`src/sbi_consts.svh`:
```
// Offsets, field positions, reset values and counts of the serial bus control
`ifndef SBI_CONSTS_SVH
`define SBI_CONSTS_SVH

// Register indexes; the byte address is four times the index
`define IDX_SBI0      8'h0d
`define IDX_CTRL      8'h10
`define IDX_STATUS    8'h11
`define IDX_IRQ_STAT  8'h12
`define IDX_IRQ_CLR   8'h13
`define IDX_IRQ_EN    8'h14

// Acknowledge and busy control register fields
`define BIT_ACK_TRIG  0
`define BIT_AUTO_ACK  1
`define BIT_ACK_DET   2
`define BIT_BUSY_EN   3

// Own control register fields
`define BIT_CMD_TRIG  0
`define BIT_REL_TRIG  1
`define BIT_WAKEUP    2
`define BIT_SBUS_MODE 3

// Own status register fields
`define BIT_DONE      0
`define BIT_IN_XFER   1
`define BIT_CMD_PEND  2

// Interrupt event positions
`define EV_DONE       0
`define EV_ACK        1

// Reset values
`define RST_SBI0      4'h0
`define RST_IRQ       2'h0

// Bit counter values
`define CNT_IDLE      4'h0
`define CNT_LAST_DATA 4'h7
`define CNT_ACK_SLOT  4'h8
`define CNT_ACK_CLK   4'h9

`endif

```
`src/sbi_pkg.sv`:
```
// Types shared by the serial bus acknowledge and busy control
package sbi_pkg;
   typedef logic [3:0] bit_cnt_t;   // Serial clocks seen in a byte
   typedef logic [1:0] irq_vec_t;   // One bit per interrupt event
endpackage : sbi_pkg

```
`src/serial_bus_ack_busy_control.sv`:
```
// Acknowledge, busy and trigger control of a two-wire serial channel
//
// The Avalon-MM register port is this design's own decision.
`timescale 1ns/100ps
`default_nettype none
`include "sbi_consts.svh"
// How it works
// - Completion flag valid once byte finished
// - One-shot trigger drives acknowledge next clock
// - Auto acknowledge on ninth clock or next
// - Auto enable persists; trigger still usable
// - Acknowledge seen on rising edge sets flag
// - Busy after acknowledge in serial bus mode only; stops on the first fall after busy enable is cleared
// - Acknowledge trigger always reads zero
// - Command trigger ignored during transfer
// - Command trigger self-clears, reads zero
// - Release trigger self-clears, reads zero
module serial_bus_ack_busy_control
   import sbi_pkg::*;
(
   // Clock and reset
   input  wire logic        clk_i,
   input  wire logic        rst_i,
   // Avalon-MM slave
   input  wire logic [9:0]  address_i,
   input  wire logic        read_i,
   input  wire logic        write_i,
   input  wire logic [31:0] writedata_i,
   output logic      [31:0] readdata_o,
   output logic             waitrequest_o,
   // Interrupt
   output logic             irq_o,
   // Two-wire link, open drain data line
   input  wire logic        scl_i,
   input  wire logic        sda_i,
   output logic             sda_o,
   output logic             sda_oe_n_o
);

   ////////////////////////////////////////////////////////////////////
   // Pin synchronisers
   logic scl_s1_q, scl_s2_q, scl_s3_q;  // Clock pin stages
   logic sda_s1_q, sda_s2_q, sda_s3_q;  // Data pin stages

   // Two stages before use, a third for edge finding; idle lines are high
   always_ff @(posedge clk_i) begin
      if (rst_i) begin
         {scl_s3_q, scl_s2_q, scl_s1_q} <= 3'b111;
         {sda_s3_q, sda_s2_q, sda_s1_q} <= 3'b111;
      end else begin
         {scl_s3_q, scl_s2_q, scl_s1_q} <= {scl_s2_q, scl_s1_q, scl_i};
         {sda_s3_q, sda_s2_q, sda_s1_q} <= {sda_s2_q, sda_s1_q, sda_i};
      end
   end
   logic scl_rise;   // Serial clock rising
   logic scl_fall;   // Serial clock falling
   logic start_det;  // Data falls while clock high
   assign scl_rise  = scl_s2_q & ~scl_s3_q;
   assign scl_fall  = ~scl_s2_q & scl_s3_q;
   assign start_det = scl_s2_q & scl_s3_q & ~sda_s2_q & sda_s3_q;

   ////////////////////////////////////////////////////////////////////
   // Register bus
   logic        wait_q, wait_d;      // Waitrequest, one wait state
   logic [31:0] rdata_q, rdata_d;    // Read data
   logic        auto_en_q, auto_en_d;  // Automatic acknowledge
   logic        busy_en_q, busy_en_d;  // Busy output enable
   logic        wup_q, wup_d;        // Address wake-up flag
   logic        mode_q, mode_d;      // Serial bus mode
   irq_vec_t    irq_en_q, irq_en_d;  // Interrupt enables

   // Link state read back by software
   bit_cnt_t    cnt_q;
   logic        done_q, ackd_q, cmd_pend_q;
   irq_vec_t    irq_stat_q;
   logic        in_xfer;
   assign in_xfer = (cnt_q != `CNT_IDLE) && (cnt_q < `CNT_ACK_SLOT);

   logic       wr_acc, rd_acc;       // Access completes this edge
   logic [7:0] idx;                  // Word index of the access
   assign wr_acc = write_i & ~wait_q;
   assign rd_acc = read_i & ~wait_q;
   assign idx    = address_i[9:2];
   logic wr_sbi0, wr_ctrl, wr_clr;   // Write strobes per register
   assign wr_sbi0 = wr_acc && (idx == `IDX_SBI0);
   assign wr_ctrl = wr_acc && (idx == `IDX_CTRL);
   assign wr_clr  = wr_acc && (idx == `IDX_IRQ_CLR);
   // Decode, read mux and writable fields
   always_comb begin
      wait_d    = ~((read_i | write_i) & wait_q);
      rdata_d   = rdata_q;
      auto_en_d = auto_en_q;
      busy_en_d = busy_en_q;
      wup_d     = wup_q;
      mode_d    = mode_q;
      irq_en_d  = irq_en_q;
      if ((read_i | write_i) & wait_q) begin
         // Unmapped words read as zero
         rdata_d = 32'h0000_0000;
         case (idx)
            `IDX_SBI0: begin
               rdata_d[`BIT_AUTO_ACK] = auto_en_q;
               rdata_d[`BIT_ACK_DET]  = ackd_q;
               rdata_d[`BIT_BUSY_EN]  = busy_en_q;
               rdata_d[`BIT_ACK_TRIG] = 1'b0;
            end
            `IDX_CTRL: begin
               rdata_d[`BIT_WAKEUP]    = wup_q;
               rdata_d[`BIT_SBUS_MODE] = mode_q;
               rdata_d[`BIT_CMD_TRIG]  = 1'b0;
               rdata_d[`BIT_REL_TRIG]  = 1'b0;
            end
            `IDX_STATUS: begin
               rdata_d[`BIT_DONE]     = done_q;
               rdata_d[`BIT_IN_XFER]  = in_xfer;
               rdata_d[`BIT_CMD_PEND] = cmd_pend_q;
            end
            `IDX_IRQ_STAT: rdata_d[1:0] = irq_stat_q;
            `IDX_IRQ_EN:   rdata_d[1:0] = irq_en_q;
            default:       rdata_d = 32'h0000_0000;
         endcase
      end
      if (wr_sbi0) begin
         // Detected flag is not writable here
         auto_en_d = writedata_i[`BIT_AUTO_ACK];
         busy_en_d = writedata_i[`BIT_BUSY_EN];
      end
      if (wr_ctrl) begin
         wup_d  = writedata_i[`BIT_WAKEUP];
         mode_d = writedata_i[`BIT_SBUS_MODE];
      end
      if (wr_acc && (idx == `IDX_IRQ_EN)) begin
         irq_en_d = writedata_i[1:0];
      end
   end

   // Bus registers
   always_ff @(posedge clk_i) begin
      if (rst_i) begin
         wait_q    <= 1'b1;
         rdata_q   <= 32'h0000_0000;
         auto_en_q <= 1'b0;
         busy_en_q <= 1'b0;
         wup_q     <= 1'b0;
         mode_q    <= 1'b0;
         irq_en_q  <= `RST_IRQ;
      end else begin
         wait_q    <= wait_d;
         rdata_q   <= rdata_d;
         auto_en_q <= auto_en_d;
         busy_en_q <= busy_en_d;
         wup_q     <= wup_d;
         mode_q    <= mode_d;
         irq_en_q  <= irq_en_d;
      end
   end

   ////////////////////////////////////////////////////////////////////
   // Link control
   bit_cnt_t cnt_d;
   logic     done_d, ackd_d, cmd_pend_d;
   logic     ack_drv_q, ack_drv_d;    // Pulling data low to acknowledge
   logic     ack_arm_q, ack_arm_d;    // One-shot acknowledge pending
   logic     busy_q, busy_d;          // Pulling data low as busy
   logic     addr_q, addr_d;          // First byte after a start
   irq_vec_t irq_stat_d, ev;
   logic     irq_q, irq_d;
   logic     oe_n_q, oe_n_d;
   // Bit counting, acknowledge, busy, triggers and events
   always_comb begin
      cnt_d      = cnt_q;
      done_d     = done_q;
      ackd_d     = ackd_q;
      cmd_pend_d = cmd_pend_q;
      ack_drv_d  = ack_drv_q;
      ack_arm_d  = ack_arm_q;
      busy_d     = busy_q;
      addr_d     = addr_q;
      ev         = `RST_IRQ;
      if (start_det) begin
         cnt_d  = `CNT_IDLE;
         addr_d = 1'b1;
      end else if (scl_rise) begin
         if (cnt_q == `CNT_ACK_SLOT) begin
            // Sample the far end's acknowledge, not our own
            if (!ack_drv_q && !sda_s2_q) begin
               ackd_d      = 1'b1;
               ev[`EV_ACK] = 1'b1;
            end
            cnt_d = `CNT_ACK_CLK;
         end else if (cnt_q != `CNT_ACK_CLK) begin
            cnt_d = cnt_q + 4'h1;
         end
         if (cnt_q == `CNT_IDLE) begin
            // New byte: old results no longer hold
            done_d = 1'b0;
            ackd_d = 1'b0;
         end
         if (cnt_q == `CNT_LAST_DATA) begin
            done_d     = 1'b1;
            cmd_pend_d = 1'b0;
            // With wake-up set only the address byte raises the done event
            ev[`EV_DONE] = ~wup_q | addr_q;
         end
      end else if (scl_fall) begin
         if (cnt_q == `CNT_ACK_CLK) begin
            // Ninth clock over: release acknowledge
            cnt_d     = `CNT_IDLE;
            ack_drv_d = 1'b0;
            ack_arm_d = 1'b0;
            addr_d    = 1'b0;
            busy_d    = busy_en_q & mode_q;
         end else if (!busy_en_q) begin
            busy_d = 1'b0;
         end
      end
      // Drive once the byte is done and the clock is low
      if ((cnt_q == `CNT_ACK_SLOT) && !scl_s2_q &&
          (auto_en_q || ack_arm_q)) begin
         ack_drv_d = 1'b1;
      end
      // Trigger set wins over its own clearing
      if (wr_sbi0 && writedata_i[`BIT_ACK_TRIG]) begin
         ack_arm_d = 1'b1;
      end
      if (wr_ctrl && writedata_i[`BIT_CMD_TRIG] && !in_xfer) begin
         cmd_pend_d = 1'b1;
         cnt_d      = `CNT_IDLE;
      end
      if (wr_ctrl && writedata_i[`BIT_REL_TRIG]) begin
         // Let go of the data line at once
         ack_drv_d = 1'b0;
         ack_arm_d = 1'b0;
         busy_d    = 1'b0;
         cnt_d     = `CNT_IDLE;
      end
      // Sticky events; a new event wins over the clear
      irq_stat_d = irq_stat_q;
      if (wr_clr) begin
         irq_stat_d = irq_stat_q & ~writedata_i[1:0];
      end
      irq_stat_d = irq_stat_d | ev;
      irq_d      = |(irq_stat_q & irq_en_q);
      oe_n_d     = ~(ack_drv_d | busy_d);
   end

   // Link registers
   always_ff @(posedge clk_i) begin
      if (rst_i) begin
         cnt_q      <= `CNT_IDLE;
         done_q     <= 1'b0;
         ackd_q     <= 1'b0;
         cmd_pend_q <= 1'b0;
         ack_drv_q  <= 1'b0;
         ack_arm_q  <= 1'b0;
         busy_q     <= 1'b0;
         addr_q     <= 1'b0;
         irq_stat_q <= `RST_IRQ;
         irq_q      <= 1'b0;
         oe_n_q     <= 1'b1;
      end else begin
         cnt_q      <= cnt_d;
         done_q     <= done_d;
         ackd_q     <= ackd_d;
         cmd_pend_q <= cmd_pend_d;
         ack_drv_q  <= ack_drv_d;
         ack_arm_q  <= ack_arm_d;
         busy_q     <= busy_d;
         addr_q     <= addr_d;
         irq_stat_q <= irq_stat_d;
         irq_q      <= irq_d;
         oe_n_q     <= oe_n_d;
      end
   end
   // Data line only ever pulled low
   logic sda_out_q;
   always_ff @(posedge clk_i) begin
      sda_out_q <= 1'b0;
   end
   assign readdata_o    = rdata_q;
   assign waitrequest_o = wait_q;
   assign irq_o         = irq_q;
   assign sda_o         = sda_out_q;
   assign sda_oe_n_o    = oe_n_q;
endmodule : serial_bus_ack_busy_control
`default_nettype wire

```
`config.mk`:
```
export PLATFORM = sky130hd
export DESIGN_NAME = serial_bus_ack_busy_control
export DESIGN_NICKNAME = d
export VERILOG_FILES = /design/src/sbi_pkg.sv /design/src/serial_bus_ack_busy_control.sv
export VERILOG_INCLUDE_DIRS = /design/src
export SDC_FILE = /design/constraint.sdc
export NUM_CORES = 1
export LEC_CHECK = 0
export BUFFER_PORTS_ARGS = -buffer_cell sky130_fd_sc_hd__clkbuf_2
export CAP_MARGIN = 40
export CORE_ASPECT_RATIO = 1.4
export CORE_MARGIN = 2
export CORE_UTILIZATION = 30
export DETAILED_ROUTE_END_ITERATION = 10
export PLACE_DENSITY = 0.66
export SYNTH_ARGS = -nofsm -noshare
export SYNTH_HDL_FRONTEND = slang
export SYNTH_SLANG_ARGS = --single-unit
export TNS_END_PERCENT = 100
```
`constraint.sdc`:
```
create_clock -name clk_i -period 2 [get_ports clk_i]
set_input_delay 0.4 -clock clk_i [delete_from_list [all_inputs] [get_ports clk_i]]
set_output_delay 0.4 -clock clk_i [all_outputs]
set_load 0.02 [all_outputs]
```
# [Word level (Yosys, flattened, before mapping)]
# Index checks and enable logic that the tools add are counted.
[word_totals] ff_bits=32 elab_cells=144
[classes] addsub=1 order_cmp=1 eq_ne=15 muxes=41 bitwise=23 reduce_logical=39
[ops] op="$eq 8x5->1 const B" n=5
[ops] op="$mux 1" n=30
[ops] op="$reduce_bool 2->1" n=11
[ops] op="$mux 4" n=5
[ops] op="$logic_and 1x1->1" n=12
[ops] op="$reduce_and 3->1" n=4
[ops] op="$and 1x1->1" n=8
[ops] op="$eq 4x4->1 const B" n=2
[ops] op="$eq 8x4->1 const B" n=1
[ops] op="$ne 2x1->1 const B" n=4
[ops] op="$not 1->1" n=8
[ops] op="$pmux 2 s4" n=1
[ops] op="$reduce_and 4->1" n=2
[ops] op="$mux 2" n=3
[ops] op="$add 4x1->4 const B" n=1
[ops] op="$and 2x2->2" n=2
[ops] op="$eq 4x3->1 const B" n=1
[ops] op="$logic_not 1->1" n=4
[ops] op="$logic_not 4->1" n=1
[ops] op="$lt 4x4->1 const B" n=1
[ops] op="$ne 4x4->1 const B" n=1
[ops] op="$reduce_bool 4->1" n=1
[ops] op="$reduce_or 2->1" n=2
[ops] op="$reduce_or 4->1" n=1
[ops] op="7 further kinds" n=9

# [Depth between registers and ports, before layout]
# Gate-level depths: netlist (run 1).
[depth] word_depth=9 depth_mapped=7 ltp_nobuf=6

# [Worst setup path before layout (run 1)]
# OpenSTA, ideal clock, no wires.
[synth_timing] path_type="flip-flop to flip-flop" start="reg scl_s2_q" end="reg oe_n_q (netlist: sda_oe_n_o)" arrival_ns=1.522 slack_ns=0.421 path_stages_with_launch=7 period_less_slack_ns=1.579 cell_sequence="dfxtp_1 > ha_1 > and3b_1 > clkbuf_1 > or3_1 > a21oi_1 > a31o_2"
[synth_via] elab_chain_cells=9 word_cells_on_any_way=20
[synth_rtl] item="start, declared" line="serial_bus_ack_busy_control.sv:42" source="logic scl_s1_q, scl_s2_q, scl_s3_q;"
[synth_rtl] item="start signal, assigned" line="serial_bus_ack_busy_control.sv:51" source="{scl_s3_q, scl_s2_q, scl_s1_q} <= {scl_s2_q, scl_s1_q, scl_i};"
[synth_rtl] item="$not 1->1" line="serial_bus_ack_busy_control.sv:59" source="assign scl_fall = ~scl_s2_q & scl_s3_q;"
[synth_rtl] item="$and 1x1->1" line="serial_bus_ack_busy_control.sv:59"
[synth_rtl] item="$mux 1" line="serial_bus_ack_busy_control.sv:205" source="end else if (scl_fall) begin"
[synth_rtl] item="$mux 1" line="serial_bus_ack_busy_control.sv:183" source="end else if (scl_rise) begin"
[synth_rtl] item="$mux 1" line="serial_bus_ack_busy_control.sv:180" source="if (start_det) begin"
[synth_rtl] item="$mux 1" line="serial_bus_ack_busy_control.sv:218" source="if ((cnt_q == `CNT_ACK_SLOT) && !scl_s2_q &&"
[synth_rtl] item="$mux 1" line="serial_bus_ack_busy_control.sv:230" source="if (wr_ctrl && writedata_i[`BIT_REL_TRIG]) begin"
[synth_rtl] item="$or 1x1->1 (*)" line="serial_bus_ack_busy_control.sv:244" source="oe_n_d = ~(ack_drv_d | busy_d);"
[synth_rtl] item="$not 1->1 (*)" line="serial_bus_ack_busy_control.sv:244"
[synth_rtl] item="end signal, assigned" line="serial_bus_ack_busy_control.sv:272" source="oe_n_q <= oe_n_d;"
[synth_rtl] item="end, declared" line="serial_bus_ack_busy_control.sv:168" source="logic oe_n_q, oe_n_d;"
# Every way passes the cells marked *; elsewhere a longest branch is shown, timed or not.
# A chain may end at the register's enable or synchronous reset.

# [Worst setup path in the final report (run 1)]
[layout_timing] start="reg scl_s3_q" end="reg oe_n_q (netlist: sda_oe_n_o)"
[layout_via] elab_chain_cells=8 word_cells_on_any_way=17
[layout_rtl] item="start, declared" line="serial_bus_ack_busy_control.sv:42"
[layout_rtl] item="start signal, assigned" line="serial_bus_ack_busy_control.sv:51"
[layout_rtl] item="$and 1x1->1 (tied with other cells)" line="serial_bus_ack_busy_control.sv:59"
[layout_rtl] item="$mux 1 (tied with other cells)" line="serial_bus_ack_busy_control.sv:205"
[layout_rtl] item="$mux 1 / $and 1x1->1 (equally long branches)" line="serial_bus_ack_busy_control.sv:183, serial_bus_ack_busy_control.sv:60"
[layout_rtl] item="$mux 1" line="serial_bus_ack_busy_control.sv:180"
[layout_rtl] item="$mux 1" line="serial_bus_ack_busy_control.sv:218"
[layout_rtl] item="$mux 1" line="serial_bus_ack_busy_control.sv:230"
[layout_rtl] item="$or 1x1->1 (*)" line="serial_bus_ack_busy_control.sv:244"
[layout_rtl] item="$not 1->1 (*)" line="serial_bus_ack_busy_control.sv:244"
# Marked as above.

==> results of run 1 <==
[cell families after synthesis]
kind of cell	share of synthesized area, %
AOI/OAI and AO/OA	16.4
and+or+nand+nor	23.9
adders and majority gates	4.21
DFF	36.0
other	0.210
muxes	3.58
buffers and inverters	15.7
[area by class of cell]
class / count / area, um^2
Multi-Input combinational cell: 152 / 966
Clock inverter: 1 / 30.0
Sequential cell: 32 / 641
Inverter: 11 / 41.3
Tap cell: 70 / 87.6
Timing Repair Buffer: 28 / 150
Clock buffer: 7 / 96.3
Fill cell: 585 / 3770
[flip-flops by register name, summed over array words and instances, names as in the netlist, 2 cells and up]
signal and cells:
cnt_q 4, irq_stat_q 2, readdata_o 4, irq_en_q 2
[through the flow]
stage / instances / setup WS [ps] / util [%] / power, mW / instance area (um^2)
after CTS: 301 / 202 / 34.8 / 1.51 / 2010
final: 301 / 241 / 34.8 / 1.49 / 2010
after global routing: 301 / 95.1 / 34.8 / 1.54 / 2010
after detailed placement: 293 / 173 / 32.6 / 0.825 / 1890
after global placement: 293 / 207 / 32.6 / 0.823 / 1890
after floorplan: 229 / 421 / - / 0.817 / 1890
[power groups by stage]
stage / Combinational [mW] / Clock [mW] / Sequential, mW
2_1_floorplan: 0.142 / 0 / 0.676
3_3_place_gp: 0.155 / 0 / 0.669
3_5_place_dp: 0.155 / 0 / 0.669
4_1_cts: 0.156 / 0.697 / 0.655
5_1_grt: 0.171 / 0.713 / 0.656
6_report: 0.155 / 0.679 / 0.655
[routing by layer]
metal	GRT usage, %	vias to the layer above	wire [um]
li1	-	713	-
met1	11.3	642	1330
met2	21.2	58	1860
met3	2.96	5	274
met4	3.92	0	50
met5	0	-	0
[Yosys cell counts, drive strengths merged, types with 2 or more instances]
cell	number
a211oi	2
a21o	2
a21oi	10
a221oi	2
a22oi	2
a32oi	2
and2	2
and3	3
and3b	2
buf	31
clkbuf	3
dfxtp	32
ha	6
inv	11
mux2i	6
nand2	6
nand2b	4
nand3	6
nand3b	4
nand4	2
nor2	19
nor3	3
nor4b	2
o21a	2
o21ai	8
o31ai	2
or2	5
or3	5
[worst reg2reg max path: stages (launching register included)]
cell      delay (ps)
dfxtp_1          360
inv_1             60
ha_1             300
nand2b_1         220
or3_1            350
a21oi_1          240
a31o_2           180
[final timing paths]
| kind | start | to | slack [ps] | cells past startpoint |
|---|---|---|---|---|
| worst max-delay path | scl_s3_q | sda_oe_n_o | 240 | 6 |
| worst min register to register | sda_s1_q | sda_s2_q | 410 | 1 |
| worst max register to register | scl_s3_q | sda_oe_n_o | 240 | 6 |
| worst min-delay path | sda_i | sda_s1_q | 300 | 2 |
==> impl_metrics.yaml, run 1 <==
outcome:
  status: "completed"
pwr:
  p_sw_uw: 358
  power_frac_clock_pct: 45.6
  power_leakage_nw: 0.906
  powerDensity_nw_per_um2: 740
  max-vdd-ir-drop_mv: 0.285
  swShare_pct: 24.0
  seqPwrFrac_pct: 44.0
  p_comb_share_pct: 10.4
  p_int_mw: 1.13
grt:
  grt_pass1_vias: 1304
  antenna_found_initial: 0
  grt_max_degree: 14
  grt_overflow: 0
  grt_pass1_wl_um: 5810
  grtUsageTotal_pct: 11.0
synthesis:
  netlist_area_um2: 1780
  synth_edf_count: 0
  synth_top_area_share_pct: 36.0
  yosysTopAreaCell: "dfxtp_1"
  synthCells: 201
  seq_area_frac_synth_pct: 36.0
  yosys_most_used_dff: "dfxtp_1"
  synth_cell_types: 50
  synth-seq-cells: 32
  yosysWarnings: 0
  synth.area.top_cells: "dfxtp_1 36%, buf_4 12%, ha_1 4.2%"
  async_flop_share_pct: 0
  synth_area_per_cell_um2: 8.86
cts:
  path_clk_slew_ps: 60
  clock-sinks: 32
  cts_hold_buf: 0
  numCtsBuffers: 5
  cts_max_path_buffers: 2
  cts_max_level: 2
  cts_resized: 0
  cts_setup_buffers: 0
  insertion_delay_ps: 280
  root_buffer: "clkbuf_8"
  cts_tree: "done"
worst_setup_path:
  critPathKind: "flop to flop"
  worstPathCellList: "inv_1 -> ha_1 -> nand2b_1 -> or3_1 -> a21oi_1 -> a31o_2"
  crit_family: "simple AND/OR/NAND/NOR gates"
  crit_required_ps: 2230
  crit_slowest_cell: "dfxtp_1"
  endpoint_kind: "flop"
  worstPathMaxFanout: 9
  critPathMaxStageDelay_ps: 360
  critPathLaunchType: "flop"
  critPathArrivalTime_ps: 1990
  cp.buffers_inverters: 1
finish:
  layout_commonest_cell: "dfxtp_1"
  nNetsFinal: 284
  layout_common_cells: "32 x dfxtp_1, 29 x conb_1, 24 x clkbuf_2"
  areaGrowthSynthToFinish_pct: 12.9
  insertedDiodeCount: 0
  drive_gt1_share_pct: 21.2
place:
  post-dp-hpwl_um: 2820
  place.gp.congestion: 0.746
  numPortBuffers: 24
floorplanning:
  fp.dieW_um: 69.1
  core_um2: 5780
  io_pins: 84
  row_count: 33
  start_util_pct: 30.8
  die_h_um: 95.2
  fp.dieArea_um2: 6580
sta:
  setup_viol: 0
  timing.slew.headroom_pct: 63.0
  clock_skew_ps: 7.46
  drv_slew: 0
  finalCritPeriodShare_pct: 87.9
  max_freq_mhz: 569
  tightestPinTransition_ps: 547
  rsz0062_at_grt: "false"
  min_period_ps: 1760
  holdWs_ps: 298
  fin_tns_setup_ps: 0
  finalHoldViolations: 0
routing:
  num_vias: 1418
  routed_wl_um: 3510
  ant_nets: 0
  post-route-drc-count: 0
  viasPerCell: 4.71
  dr.first_iter.drc_count: 94
  first_pass_iters: 4
  wl_per_cell_um: 11.7
hold_path:
  hold_path_class: "input pin to flop"
run:
  maxCapViolations: 0
(Power assumes the default switching activity.)
==> run 2, diff against run 1 <==
Settings changed: CORE_MARGIN 2 to 1.5, CORE_UTILIZATION 30 to 46, PLACE_DENSITY 0.66 to 0.89.
==> run 2 against run 1 <==
Effect of this change:
- worst setup slack better by 46 ps
- sequential share of layout area up 0.75 points
- clock-buffer cell count down 1
- worst hold slack worse by 7.5 ps
- first-iteration DRC count down 35%
- via count up 1.2%
- critical endpoint is now cnt_q[3]
- non-clock buffer count up 1
- largest power group is now sequential cells
- combinational power about the same
==> impl_metrics.yaml, run 2 (same netlist as run 1, synthesis figures left out) <==
floorplanning:
  fp.dieArea_um2: 4260
  row_count: 26
  die_h_um: 76.6
  fp.dieW_um: 55.6
  io_pins: 84
  start_util_pct: 48.5
  core_um2: 3680
finish:
  regArea_um2: 641
  layout_common_cells: "32 x dfxtp_1, 29 x conb_1, 24 x clkbuf_2"
  drive_gt1_share_pct: 21.1
  layout_commonest_cell: "dfxtp_1"
  multiInputGateArea_um2: 966
  finish.utilization_pct: 53.5
  insertedDiodeCount: 0
  areaGrowthSynthToFinish_pct: 10.3
  fillerInstances: 346
  nNetsFinal: 285
grt:
  antenna_found_initial: 0
  grtUsageTotal_pct: 16.8
  grt_pass1_wl_um: 5620
  grt_max_degree: 16
  grt_overflow: 0
  grt_pass1_vias: 1274
hold_path:
  hold_path_class: "input pin to flop"
cts:
  insertion_delay_ps: 290
  cts_hold_buf: 0
  cts_setup_buffers: 0
  cts_tree: "done"
  cts_max_level: 2
  clock-sinks: 32
  path_clk_slew_ps: 60
  numCtsBuffers: 5
  root_buffer: "clkbuf_8"
  cts_resized: 0
  cts_max_path_buffers: 2
routing:
  wl_per_cell_um: 12.4
  num_vias: 1435
  ant_nets: 0
  viasPerCell: 5.24
  post-route-drc-count: 0
  dr.first_iter.drc_count: 61
  routed_wl_um: 3400
  first_pass_iters: 4
sta:
  clock_skew_ps: 4.74
  finalHoldViolations: 0
  tightestPinTransition_ps: 605
  timing.slew.headroom_pct: 59.1
  rsz0062_at_grt: "false"
  holdWs_ps: 290
  setup_viol: 0
  max_freq_mhz: 584
  min_period_ps: 1710
  fin_tns_setup_ps: 0
  finalCritPeriodShare_pct: 85.6
  drv_slew: 0
place:
  numPortBuffers: 24
  place.gp.congestion: 0.869
  post-dp-hpwl_um: 2630
worst_setup_path:
  endpoint_kind: "flop"
  critPathArrivalTime_ps: 1940
  worstPathMaxFanout: 8
  critPathLaunchType: "flop"
  critPathKind: "flop to flop"
  crit_required_ps: 2220
pwr:
  power_leakage_nw: 0.902
  max-vdd-ir-drop_mv: 0.429
  power.total_mw: 1.42
  powerDensity_nw_per_um2: 722
outcome:
  status: "completed"
run:
  maxCapViolations: 0
[run 2: cell types whose count changed in the layout (fill, tap and decap cells not counted)]
cell	previous run	this run
buf_4	4	5
clkbuf_1	0	1
clkbuf_8	7	5
clkinv_2	0	1
[run 2: final timing paths]
check / slack, ps / depth (start not counted) / endpoint / startpoint
setup / recovery: 290 / 5 / cnt_q[3] / cnt_q[0]
hold / removal: 290 / 2 / sda_s1_q / sda_i
setup reg to reg: 290 / 5 / cnt_q[3] / cnt_q[0]
hold reg to reg: 410 / 1 / scl_s2_q / scl_s1_q
[run 2: metrics by stage]
step                std cells  setup WS (ps)  cell area, um^2
floorplan                 229            421             1890
global placement          266            320             1860
detailed placement        266            235             1860
CTS                       274            275             1970
global route              274            176             1970
finish                    274            288             1970
[run 2: power by group]
part | switching [mW] | total [mW] | internal (mW) | leakage (nW)
Sequential | 0.00582 | 0.655 | 0.649 | 0.260
Clock | 0.239 | 0.608 | 0.369 | 0.0552
Combinational | 0.112 | 0.156 | 0.0437 | 0.587
Total | 0.357 | 1.42 | 1.06 | 0.902
[run 2: final cells by class]
class                      count  area share (%)
timing repair buffer          29            8.02
clock buffer                   6            3.69
clock inverter                 2            1.78
tap                           42            2.67
sequential                    32            32.6
multi-input combinational    152            49.1
inverter                      11            2.10
[run 2: per-layer routing]
metal  global-route usage, %  vias to the layer above  part of all wire, %
met5                       0                        -                    0
met1                    16.7                      658                   38
met3                    4.41                       11                  5.3
met2                    29.9                       57                   53
li1                        -                      709                    -
met4                    11.0                        0                  3.8
[run 2: worst max-delay path, cell delays in order, from the launching register on]
cell      delay (ps)
dfxtp_1          420
ha_1             230
nand3b_4         110
mux2i_2          220
or4_4            540
a21oi_2          120
==> run 3, diff against run 2 <==
Settings changed: ABC_AREA set to 1, CORE_UTILIZATION 46 to 47, PLACE_DENSITY 0.89 to 0.9.
==> run 3 against run 2 <==
Effect of this change:
- total power decreased by 0.50%
- cell count grew 21%
- via count grew 14%
- synthesized area grew 4.6%
- largest power group unchanged
- clock power down 0.7%
- sequential share of layout area decreased by 0.95 points
- clock skew shrank 0.57 ps
- sequential cell count did not move
==> impl_metrics.yaml, run 3 <==
synthesis:
  yosysMostFrequentCell: "nand2_1"
  seq_area_frac_synth_pct: 34.4
  synth_edf_count: 0
  synth_cell_types: 29
  async_flop_share_pct: 0
  yosysTopAreaCell: "dfxtp_1"
  synthCells: 261
  synth.area.top_cells: "dfxtp_1 34%, buf_4 12%, nand2_1 7.4%"
  yosysWarnings: 0
  yosys_most_used_dff: "dfxtp_1"
  synth-seq-cells: 32
  synth_top_area_share_pct: 34.4
  synth_commonest_cells: "37 x nand2_1, 33 x inv_1, 32 x dfxtp_1"
  netlist_area_um2: 1860
  synth_area_per_cell_um2: 7.14
cts:
  cts_resized: 0
  insertion_delay_ps: 280
  cts_hold_buf: 0
  cts_max_path_buffers: 2
  cts_setup_buffers: 0
  cts_tree: "done"
  clock-sinks: 32
  root_buffer: "clkbuf_8"
  path_clk_slew_ps: 70
  numCtsBuffers: 5
  cts_max_level: 2
sta:
  drv_slew: 0
  max_freq_mhz: 641
  min_period_ps: 1560
  fin_tns_setup_ps: 0
  finalWorstSetupSlack_ps: 440
  finalHoldViolations: 0
  setup_viol: 0
  clock_skew_ps: 4.17
  finalCritPeriodShare_pct: 78.0
  holdWs_ps: 290
  rsz0062_at_grt: "false"
grt:
  grt_max_degree: 17
  grt_pass1_wl_um: 6050
  grt_overflow: 0
  grtUsageTotal_pct: 17.4
  antenna_found_initial: 0
  grt_pass1_vias: 1512
routing:
  ant_nets: 0
  viasPerCell: 4.91
  wl_per_cell_um: 10.7
  dr.first_iter.drc_count: 58
  num_vias: 1631
  post-route-drc-count: 0
  first_pass_iters: 4
  routed_wl_um: 3540
worst_setup_path:
  r2r_cells: 7
  crit_top_cell: "nor2_1"
  critPathKind: "flop to flop"
  timing.rr.start: "cnt_q[0]"
  cp.buffers_inverters: 1
  worstPathCellList: "inv_1 -> ha_1 -> a21oi_1 -> nor2_1 -> nand3_1 -> nand4_2 -> nor2_1"
  r2r_slack_ps: 440
  endpoint_kind: "flop"
  r2r_end: "cnt_q[1]"
  critPathLaunchType: "flop"
  crit_slowest_cell: "dfxtp_1"
  crit_family: "simple AND/OR/NAND/NOR gates"
  worstPathMaxFanout: 5
  critPathArrivalTime_ps: 1780
  crit_required_ps: 2220
  critPathMaxStageDelay_ps: 400
floorplanning:
  io_pins: 84
  row_count: 26
  fp.dieW_um: 56.2
  die_h_um: 77.5
  core_um2: 3710
  start_util_pct: 50.3
  fp.dieArea_um2: 4360
hold_path:
  worstHoldStart: "sda_i"
  hold_depth: 2
  hold_end: "sda_s1_q"
  hold_path_class: "input pin to flop"
finish:
  finish.utilization_pct: 54.6
  layout_commonest_cell: "nand2_1"
  drive_gt1_share_pct: 19.0
  layout_common_cells: "37 x nand2_1, 33 x inv_1, 32 x dfxtp_1"
  nNetsFinal: 343
  areaGrowthSynthToFinish_pct: 8.59
  insertedDiodeCount: 0
  fin_cells: 332
pwr:
  max-vdd-ir-drop_mv: 0.569
  power_leakage_nw: 0.949
  powerDensity_nw_per_um2: 698
place:
  post-dp-hpwl_um: 2850
  dpl.cell_count: 324
  numPortBuffers: 24
  place.gp.congestion: 0.932
  dp_slack_ps: 461
outcome:
  status: "completed"
run:
  maxCapViolations: 0
run 3: changes by cell type after synthesis, moves of 5 or more:
cell / before / now
inv_1: 11 / 33
o21ai_0: 8 / 14
a21oi_1: 9 / 14
or3_1: 5 / 0
nand2_1: 6 / 37
nand3_1: 6 / 27
nor2_1: 19 / 28
mux2i_1: 5 / 0
run 3: cell type report:
type	instances	area, um^2
clock buffers	6	72.6
clock inverters	2	35.0
fillers	389	1680
inverters	37	139
multi-input cells	189	965
flip-flops and latches	32	641
well taps	42	52.6
repair buffers	24	120
run 3: per-layer routing:
layer | global-route usage (%) | wire length [um]
met5 | 0 | 0
met4 | 8.33 | 117
met3 | 5.00 | 230
met2 | 32.7 | 1870
met1 | 17.1 | 1320
run 3: how the worst max path moves through the flow:
stage	startpoint	to	cells past startpoint
4_1_cts	cnt_q[0]	cnt_q[1]	7
5_1_grt	cnt_q[0]	cnt_q[1]	7
3_3_place_gp	address_i[7]	cnt_q[0]	8
3_5_place_dp	cnt_q[0]	cnt_q[1]	7
2_1_floorplan	cnt_q[0]	cnt_q[0]	7
6_report	cnt_q[0]	cnt_q[1]	7
run 3: cell families (layout without fill, tap and decap cells):
logic type      after synthesis  count (layout)  share of synthesized area, %
compound gates               36              36                          10.5
xor+xnor                      1               1                         0.470
simple gates                117             117                          30.9
other cells                   1              29                         0.201
flops                        32              32                          34.4
buf+inv                      68              69                          19.5
fa+ha+maj                     6               6                          4.03
run 3: stage by stage:
stage / power (mW) / instance area (um^2)
after global placement: 0.819 / 1920
after detailed placement: 0.822 / 1920
final: 1.41 / 2020
after floorplan: 0.826 / 1970
after global routing: 1.47 / 2020
after CTS: 1.43 / 2020
run 3: where the power goes:
group	internal [mW]	switching [mW]	total, mW	leakage (nW)
clock	0.369	0.234	0.604	0.0552
combinational	0.0366	0.118	0.154	0.635
sequential	0.648	0.00617	0.654	0.260
total	1.05	0.358	1.41	0.949
